$ cat config.mk
export PLATFORM = sky130hd
export DESIGN_NAME = startup_reset_sequencer
export DESIGN_NICKNAME = d
export VERILOG_FILES = /design/src/design/seq_pkg.sv /design/src/design/startup_reset_sequencer.sv /design/src/design/sync2.sv
export SDC_FILE = /design/constraint.sdc
export NUM_CORES = 1
export LEC_CHECK = 0
export ABC_AREA = 1
export BUFFER_PORTS_ARGS = -buffer_cell sky130_fd_sc_hd__buf_4
export CELL_PAD_IN_SITES_DETAIL_PLACEMENT = 0
export CELL_PAD_IN_SITES_GLOBAL_PLACEMENT = 1
export CORE_AREA = 2 2 83 100
export DETAILED_ROUTE_END_ITERATION = 8
export DIE_AREA = 0 0 85 102
export PLACE_DENSITY_LB_ADDON = 0.2
export SLEW_MARGIN = 20
export SYNTH_ARGS = -nofsm -noshare
export SYNTH_HDL_FRONTEND = slang
export SYNTH_SLANG_ARGS = --single-unit
export TNS_END_PERCENT = 50
$ cat constraint.sdc
create_clock -name clk_i -period 2.5 [get_ports clk_i]
set_clock_uncertainty 0.1 [all_clocks]
set_input_delay 0.25 -clock clk_i [delete_from_list [all_inputs] [get_ports clk_i]]
set_output_delay 0.25 -clock clk_i [all_outputs]
set_load 0.1 [all_outputs]
$ cat src/design/seq_pkg.sv
// Purpose: Shared constants for the start-up and reset sequencer
// Assumes: One 250 MHz input clock; classic Wishbone register slave
// Notes:   Offsets are byte addresses of aligned 32-bit words
package seq_pkg;

	////////////////////////////////////////////////////////////////////////
	// Bus geometry
	localparam int          ADR_W            = 8;              // Byte address width
	localparam int          DAT_W            = 32;             // Data width

	////////////////////////////////////////////////////////////////////////
	// Register offsets
	localparam logic [7:0]  PWR_CTL_OFS      = 8'h00;          // Power management control
	localparam logic [7:0]  RRCTL_OFS        = 8'h04;          // Running reset control
	localparam logic [7:0]  STATUS_OFS       = 8'h08;          // Sequencer status

	////////////////////////////////////////////////////////////////////////
	// Field positions
	localparam int          MULT_LSB         = 0;              // PLL multiplier field
	localparam int          MULT_W           = 6;
	localparam int          DIV_LSB          = 6;              // PLL divider field
	localparam int          DIV_W            = 2;
	localparam int          RR_EN_BIT        = 0;              // Running reset input enable
	localparam int          ST_RUN_BIT       = 0;              // Core running
	localparam int          ST_LOCK_BIT      = 1;              // Lock wait in progress
	localparam int          ST_BOOT_LSB      = 2;              // Latched boot mode
	localparam int          ST_RATIO_LSB     = 4;              // Latched ratio straps
	localparam int          ST_PIN_BIT       = 6;              // Synchronised pin level

	////////////////////////////////////////////////////////////////////////
	// Reset values and strap ratio table
	localparam logic [1:0]  DIV_RESET        = 2'h0;           // Divider after reset
	localparam logic [5:0]  MULT_RATIO0      = 6'h06;          // Ratio strap 0
	localparam logic [5:0]  MULT_RATIO1      = 6'h20;          // Ratio strap 1
	localparam logic [5:0]  MULT_RATIO2      = 6'h10;          // Ratio strap 2
	localparam logic [5:0]  MULT_RATIO3      = 6'h06;          // Ratio strap 3
	localparam logic [31:0] RESET_VECTOR     = 32'h0009_0000;  // Arbitrary start address

	////////////////////////////////////////////////////////////////////////
	// Timing
	localparam int          LOCK_CYCLES      = 4096;           // Input-clock cycles of lock wait
	localparam int          LOCK_CNT_W       = 13;             // Lock counter width

	////////////////////////////////////////////////////////////////////////
	// Sequencer states
	typedef enum logic [1:0] {
		S_HOLD,
		S_LOCK,
		S_RUN,
		S_RUNRST
	} seq_state_type;

	// Start-up multiplier for a ratio strap setting
	function automatic logic [5:0] ratio_mult(input logic [1:0] cfg);
		case (cfg)
			2'h0:    ratio_mult = MULT_RATIO0;
			2'h1:    ratio_mult = MULT_RATIO1;
			2'h2:    ratio_mult = MULT_RATIO2;
			default: ratio_mult = MULT_RATIO3;
		endcase
	endfunction

endpackage

$ cat src/design/startup_reset_sequencer.sv
// Purpose: Start-up and reset sequencing with strap capture and PLL wait
// Assumes: clk_i is the input clock; straps and pins are asynchronous
// Notes:   Wishbone classic slave answers one cycle after a request
`timescale 1ns/1ns
module startup_reset_sequencer
	import seq_pkg::*;
(
	// Clock and reset
	input  wire logic                     clk_i,
	input  wire logic                     rst_i,
	// Wishbone slave
	input  wire logic                     wb_cyc_i,
	input  wire logic                     wb_stb_i,
	input  wire logic                     wb_we_i,
	input  wire logic [seq_pkg::ADR_W-1:0] wb_adr_i,
	input  wire logic [3:0]               wb_sel_i,
	input  wire logic [seq_pkg::DAT_W-1:0] wb_dat_i,
	output logic      [seq_pkg::DAT_W-1:0] wb_dat_o,
	output logic                          wb_ack_o,
	// Board pins
	input  wire logic                     ext_reset_n_i,
	input  wire logic [1:0]               boot_cfg_i,
	input  wire logic [1:0]               clk_cfg_i,
	// Shared reset pin
	input  wire logic                     reset_pin_i,
	output logic                          reset_pin_o,
	output logic                          reset_pin_oe_n_o,
	// Core side
	output logic                          core_reset_o,
	output logic                          core_start_o,
	output logic      [31:0]              start_addr_o,
	output logic      [1:0]               boot_mode_o,
	output logic      [seq_pkg::MULT_W-1:0] pll_mult_o,
	output logic      [seq_pkg::DIV_W-1:0] pll_div_o,
	output logic                          pll_locked_o
);
	import seq_pkg::*;

	////////////////////////////////////////////////////////////////////////
	// Declarations
	logic                  ext_n_s;      // Synchronised reset pin level
	logic [1:0]            boot_s;       // Synchronised boot straps
	logic [1:0]            ratio_s;      // Synchronised ratio straps
	logic                  pin_s;        // Synchronised shared pin level
	seq_state_type         state_q;      // Sequencer state
	seq_state_type         state_d;      // Next state
	logic [LOCK_CNT_W-1:0] lock_cnt_q;   // Lock wait counter
	logic [1:0]            ratio_q;      // Latched ratio straps
	logic                  rr_en_q;      // Shared pin used as input
	logic                  req;          // Bus request waiting
	logic                  wr_pm;        // Write to power control
	logic                  wr_rr;        // Write to running reset control
	logic                  sw_ok;        // Core running or in running reset
	logic [DAT_W-1:0]      rd_data;      // Read mux

	////////////////////////////////////////////////////////////////////////
	// Synchronisers for asynchronous inputs
	sync2 #(.W(1), .INIT(1'b0)) u_sync_rst (
		.clk_i (clk_i),
		.rst_i (rst_i),
		.d_i   (ext_reset_n_i),
		.q_o   (ext_n_s)
	);

	sync2 #(.W(4), .INIT(4'h0)) u_sync_straps (
		.clk_i (clk_i),
		.rst_i (rst_i),
		.d_i   ({boot_cfg_i, clk_cfg_i}),
		.q_o   ({boot_s, ratio_s})
	);

	sync2 #(.W(1), .INIT(1'b1)) u_sync_pin (
		.clk_i (clk_i),
		.rst_i (rst_i),
		.d_i   (reset_pin_i),
		.q_o   (pin_s)
	);

	////////////////////////////////////////////////////////////////////////
	// Sequencer next state
	always_comb begin
		state_d = state_q;
		case (state_q)
			// Held while the reset pin is low
			S_HOLD: begin
				if (ext_n_s)
					state_d = S_LOCK;
			end
			// Wait a fixed count for the PLL to lock
			S_LOCK: begin
				if (!ext_n_s)
					state_d = S_HOLD;
				else if (lock_cnt_q == LOCK_CNT_W'(LOCK_CYCLES - 1))
					state_d = S_RUN;
			end
			// Core executing
			S_RUN: begin
				if (!ext_n_s)
					state_d = S_HOLD;
				else if (rr_en_q && !pin_s)
					state_d = S_RUNRST;
			end
			// Running reset driven in on the shared pin
			S_RUNRST: begin
				if (!ext_n_s)
					state_d = S_HOLD;
				else if (pin_s || !rr_en_q)
					state_d = S_RUN;
			end
			default: state_d = S_HOLD;
		endcase
	end

	// State register
	always_ff @(posedge clk_i) begin
		if (rst_i)
			state_q <= S_HOLD;
		else
			state_q <= state_d;
	end

	////////////////////////////////////////////////////////////////////////
	// Lock wait counter, runs only in the lock state
	always_ff @(posedge clk_i) begin
		if (rst_i || state_q != S_LOCK)
			lock_cnt_q <= '0;
		else
			lock_cnt_q <= lock_cnt_q + LOCK_CNT_W'(1);
	end

	////////////////////////////////////////////////////////////////////////
	// Core side outputs, registered; reset, start and lock from the next state, start address fixed at the vector
	always_ff @(posedge clk_i) begin
		if (rst_i) begin
			core_reset_o <= 1'b1;
			core_start_o <= 1'b0;
			start_addr_o <= RESET_VECTOR;
			pll_locked_o <= 1'b0;
		end else begin
			// Core held unless running
			core_reset_o <= (state_d != S_RUN);
			// One pulse on each start from the vector
			core_start_o <= (state_d == S_RUN) && (state_q != S_RUN);
			start_addr_o <= RESET_VECTOR;
			// Lock shown from the end of the wait through running reset, cleared again in hold and lock wait
			pll_locked_o <= (state_d == S_RUN) || (state_d == S_RUNRST);
		end
	end

	// Reset output level: low through reset and lock wait
	always_ff @(posedge clk_i) begin
		if (rst_i)
			reset_pin_o <= 1'b0;
		else
			reset_pin_o <= (state_d == S_RUN) || (state_d == S_RUNRST);
	end

	////////////////////////////////////////////////////////////////////////
	// Strap capture while the reset pin holds the part
	always_ff @(posedge clk_i) begin
		if (rst_i) begin
			boot_mode_o <= 2'h0;
			ratio_q     <= 2'h0;
		end else if (state_q == S_HOLD) begin
			boot_mode_o <= boot_s;
			ratio_q     <= ratio_s;
		end
	end

	////////////////////////////////////////////////////////////////////////
	// Bus decode
	assign req   = wb_cyc_i && wb_stb_i && !wb_ack_o;
	assign sw_ok = (state_q == S_RUN) || (state_q == S_RUNRST);
	assign wr_pm = req && wb_we_i && wb_sel_i[0] && (wb_adr_i == PWR_CTL_OFS);
	assign wr_rr = req && wb_we_i && wb_sel_i[0] && (wb_adr_i == RRCTL_OFS);

	////////////////////////////////////////////////////////////////////////
	// Power control: straps give start-up ratio, software may rewrite
	always_ff @(posedge clk_i) begin
		if (rst_i) begin
			pll_mult_o <= ratio_mult(2'h0);
			pll_div_o  <= DIV_RESET;
		end else if (state_q == S_HOLD) begin
			// Start-up ratio from the straps
			pll_mult_o <= ratio_mult(ratio_s);
			pll_div_o  <= DIV_RESET;
		end else if (wr_pm && sw_ok) begin
			// Software frequency change after reset
			pll_mult_o <= wb_dat_i[MULT_LSB +: MULT_W];
			pll_div_o  <= wb_dat_i[DIV_LSB +: DIV_W];
		end
	end

	////////////////////////////////////////////////////////////////////////
	// Running reset control, cleared by rst_i and in the hold state, kept through running reset
	always_ff @(posedge clk_i) begin
		if (rst_i || state_q == S_HOLD)
			rr_en_q <= 1'b0;
		else if (wr_rr)
			rr_en_q <= wb_dat_i[RR_EN_BIT];
	end

	// Pin direction: driven unless the input function is chosen
	assign reset_pin_oe_n_o = rr_en_q;

	////////////////////////////////////////////////////////////////////////
	// Read mux, unmapped offsets read zero
	always_comb begin
		rd_data = '0;
		case (wb_adr_i)
			PWR_CTL_OFS: begin
				rd_data[MULT_LSB +: MULT_W] = pll_mult_o;
				rd_data[DIV_LSB +: DIV_W]   = pll_div_o;
			end
			RRCTL_OFS: rd_data[RR_EN_BIT] = rr_en_q;
			STATUS_OFS: begin
				rd_data[ST_RUN_BIT]        = (state_q == S_RUN);
				rd_data[ST_LOCK_BIT]       = (state_q == S_LOCK);
				rd_data[ST_BOOT_LSB +: 2]  = boot_mode_o;
				rd_data[ST_RATIO_LSB +: 2] = ratio_q;
				rd_data[ST_PIN_BIT]        = pin_s;
			end
			default: rd_data = '0;
		endcase
	end

	// Acknowledge one cycle after each request, dropped the next
	always_ff @(posedge clk_i) begin
		if (rst_i) begin
			wb_ack_o <= 1'b0;
			wb_dat_o <= '0;
		end else begin
			wb_ack_o <= req;
			wb_dat_o <= req ? rd_data : '0;
		end
	end
endmodule // startup_reset_sequencer

$ cat src/design/sync2.sv
// Purpose: Two-flop synchroniser for pins from outside the clock domain
// Assumes: Bits are independent levels
// Notes:   First stage feeds only the second stage
`timescale 1ns/1ns
module sync2 #(
	parameter int         W    = 1,     // Bits carried
	parameter logic [W-1:0] INIT = '0   // Value under reset
) (
	// Clock and reset
	input  wire logic         clk_i,
	input  wire logic         rst_i,
	// Data
	input  wire logic [W-1:0] d_i,
	output logic      [W-1:0] q_o
);

	logic [W-1:0] meta_q;  // First stage

	// Two flops in a row
	always_ff @(posedge clk_i) begin
		if (rst_i) begin
			meta_q <= INIT;
			q_o    <= INIT;
		end else begin
			meta_q <= d_i;
			q_o    <= meta_q;
		end
	end

endmodule // sync2

==> metrics <==
Critical Path Most Common Cell=nand2_1; Slowest-stage cell, CP=nor2_2; cell with the most instances after synthesis=buf_4; Slew Limit Fails=0; width of the die=85 um; number of distinct library cells after synthesis=29; Yosys reg bits=51; number of synthesized flops with an enable pin=0; Hold Buf Count CTS=0; Post CTS Setup Buffer Count=0; clock transition at the registers of the reported paths=0.09 ns; worst path required time=2.61 ns; Final ANT Viol Nets=0; maximum vdd drop=286 uV; CTS Sinks=51; Rows=35; sequential area share after synthesis=41.3%; Crit Path Class=reg -> reg; Root Driver=clkbuf_8; routed wire length=4600 um; fmax=562 MHz; Mean Syn Cell Area=7.68 um2; crit-path max FO=14; status=complete, no violations; layout net count=430; Total GRT Usage=10.7%; CTS tree=yes; endpoints failing setup=0; pwr dens=687 mW/mm2; fin crit period=1.78 ns; DP Wirelength=3530 um; non-filler cells in the finished layout=465; die area=0.00867 mm2; DRC=0; DR pass1 iterations=4; placed cell area=0.00270 mm2; n_diodes=0; Gate Count Post-Synth=322; post-layout instance area=0.00282 mm2; Num CTS Buffers=5; CP bufs+invs=2; fillers=826; CTS max path bufs=2; H-tree levels=2; most instantiated cells after synthesis=buf_4, dfxtp_1, nand2_1; largest net degree at the start of global routing=18; gr ovfl total=0; PortBufs=51; CP startpoint kind=register; Post-synth top flop=dfxtp_1; Lkg Pwr=1.30 nW; WL/cell=9.88 um; FF/Latch Area=0.00102 mm2; Final period util=71.2%; placed cell count=457; average vias per placed instance=4.00; largest cells by area after synthesis=dfxtp_1, buf_4, nand2_1; Max Cap Viol=0; post-CTS resize count=0; vias in the first global route=1618; clk_lat worst skew=0.30 ns; Worst path max stage delay=0.48 ns; Die Span Y=102 um; worst min-delay path class=in -> reg; RD Place Congestion=0.769; worst slew pin tran=0.525 ns; family with the most delay on the worst path=simple AND/OR/NAND/NOR gates; via count=1862; WP data arrival=1.89 ns; largest area contributor in the netlist=dfxtp_1; core area=0.00766 mm2; Relative slew margins=65.0%; IO Count=135; Hold Violations, Final=0; FFs w/ async S/R, synth=0%; initial antenna violation count=0; RSZ-0062 raised after global routing=no; Worst setup EP type=register; Fin Hold WS=0.0311 ns; Yosys warnings=0; crit path cell chain=nor2_2 > inv_1 > buf_4 > nand2_1 > nand2_1 > a21oi_1 > nor2_1; footprint of the multi-input gates=0.00105 mm2; setup TNS=0 ns; Initial DRC Count=56; Starting Density=32.3%; top cell type's share of synthesized area=41.3%; synthesized area=0.00247 mm2; global-route wire length before repair=7330 um; share of cells above drive strength 1=20.1%; Syn-to-layout area delta=14.0%
-- path summary, 6_finish.rpt --
check,depth (start not counted),from,endpoint,slack [ns]
hold / removal,2,reset_pin_i,u_sync_pin.meta_q$_SDFF_PP1_,0.03
setup / recovery,7,state_q[1]$_SDFF_PP0_,pll_mult_o[5]$_SDFFE_PP0P_,0.72
hold reg to reg,2,u_sync_straps.meta_q[0]$_SDFF_PP0_,u_sync_straps.q_o[0]$_SDFF_PP0_,0.31
setup reg to reg,7,state_q[1]$_SDFF_PP0_,pll_mult_o[5]$_SDFFE_PP0P_,0.72
-- registers in the layout (all words and copies together) (netlist names) --
name / count
lock_cnt_q: 13
u_sync_straps.meta_q: 4
core_reset_o: 1
u_sync_rst.q_o: 1
pll_div_o: 2
core_start_o: 1
u_sync_straps.q_o: 4
state_q: 2
u_sync_pin.meta_q: 1
u_sync_pin.q_o: 1
pll_mult_o: 6
reset_pin_oe_n_o: 1
wb_ack_o: 1
wb_dat_o: 8
boot_mode_o: 2
u_sync_rst.meta_q: 1
ratio_q: 2
-- logic make-up (layout without fill, tap and decap cells) --
group	after synthesis	after routing	synth area share [%]
flip-flops	51	51	41.3
XOR/XNOR	2	2	0.709
adder cells (fa/ha/maj)	3	3	1.52
AND/OR/NAND/NOR	134	134	24.7
buffers and inverters	97	94	24.6
other	2	56	0.304
AO/OA/AOI/OAI	33	33	6.83
-- cell type report --
class / instances / area share [%]
multi-input combinational: 228 / 37.1
timing repair buffer: 52 / 13.9
clock inverter: 2 / 1.24
inverter: 34 / 4.53
tap: 92 / 4.09
sequential: 51 / 36.2
clock buffer: 6 / 2.93
-- cell usage in the layout, fill, tap and decap left out --
cell type,n
o21ai_0,9
nor2_8,1
ha_1,3
nand3_4,1
clkinv_1,1
dfxtp_1,51
inv_2,1
nand2_1,50
or2_2,3
buf_4,52
o21ai_1,2
nor2_4,1
xor2_1,2
clkbuf_8,6
nand3b_1,2
nand3_1,20
inv_1,32
and3_1,1
clkinv_2,1
nor2_1,42
conb_1,56
nand4_1,2
nand2_2,4
a21oi_2,1
a21oi_1,21
nor3_1,3
nor4_1,1
nor2_2,3
bufinv_16,1
-- routing by layer --
| metal | wire length [um] | vias to the layer above | GRT usage, % |
|---|---|---|---|
| met4 | 98 | 0 | 5.49 |
| met1 | 1960 | 788 | 12.6 |
| met2 | 2180 | 77 | 17.9 |
| met5 | 0 | - | 0 |
| li1 | - | 991 | - |
| met3 | 352 | 6 | 2.75 |
-- through the flow --
| stage | total power [mW] | util (%) | setup slack (ns) |
|---|---|---|---|
| global placement | 1.36 | 35.2 | 0.692 |
| finish | 1.94 | 36.8 | 0.721 |
| floorplan | 1.38 | - | 0.557 |
| CTS | 1.96 | 36.8 | 0.691 |
| detailed placement | 1.36 | 35.2 | 0.705 |
| global route | 2.01 | 36.8 | 0.515 |
-- where the power goes --
part | total [mW] | internal, mW | leakage, nW | switching (mW)
Clock | 0.598 | 0.324 | 0.0612 | 0.274
Sequential | 0.838 | 0.829 | 0.415 | 0.00896
Combinational | 0.501 | 0.0505 | 0.820 | 0.451
Total | 1.94 | 1.20 | 1.30 | 0.733
No activity file was read; power rests on OpenSTA's default activity.
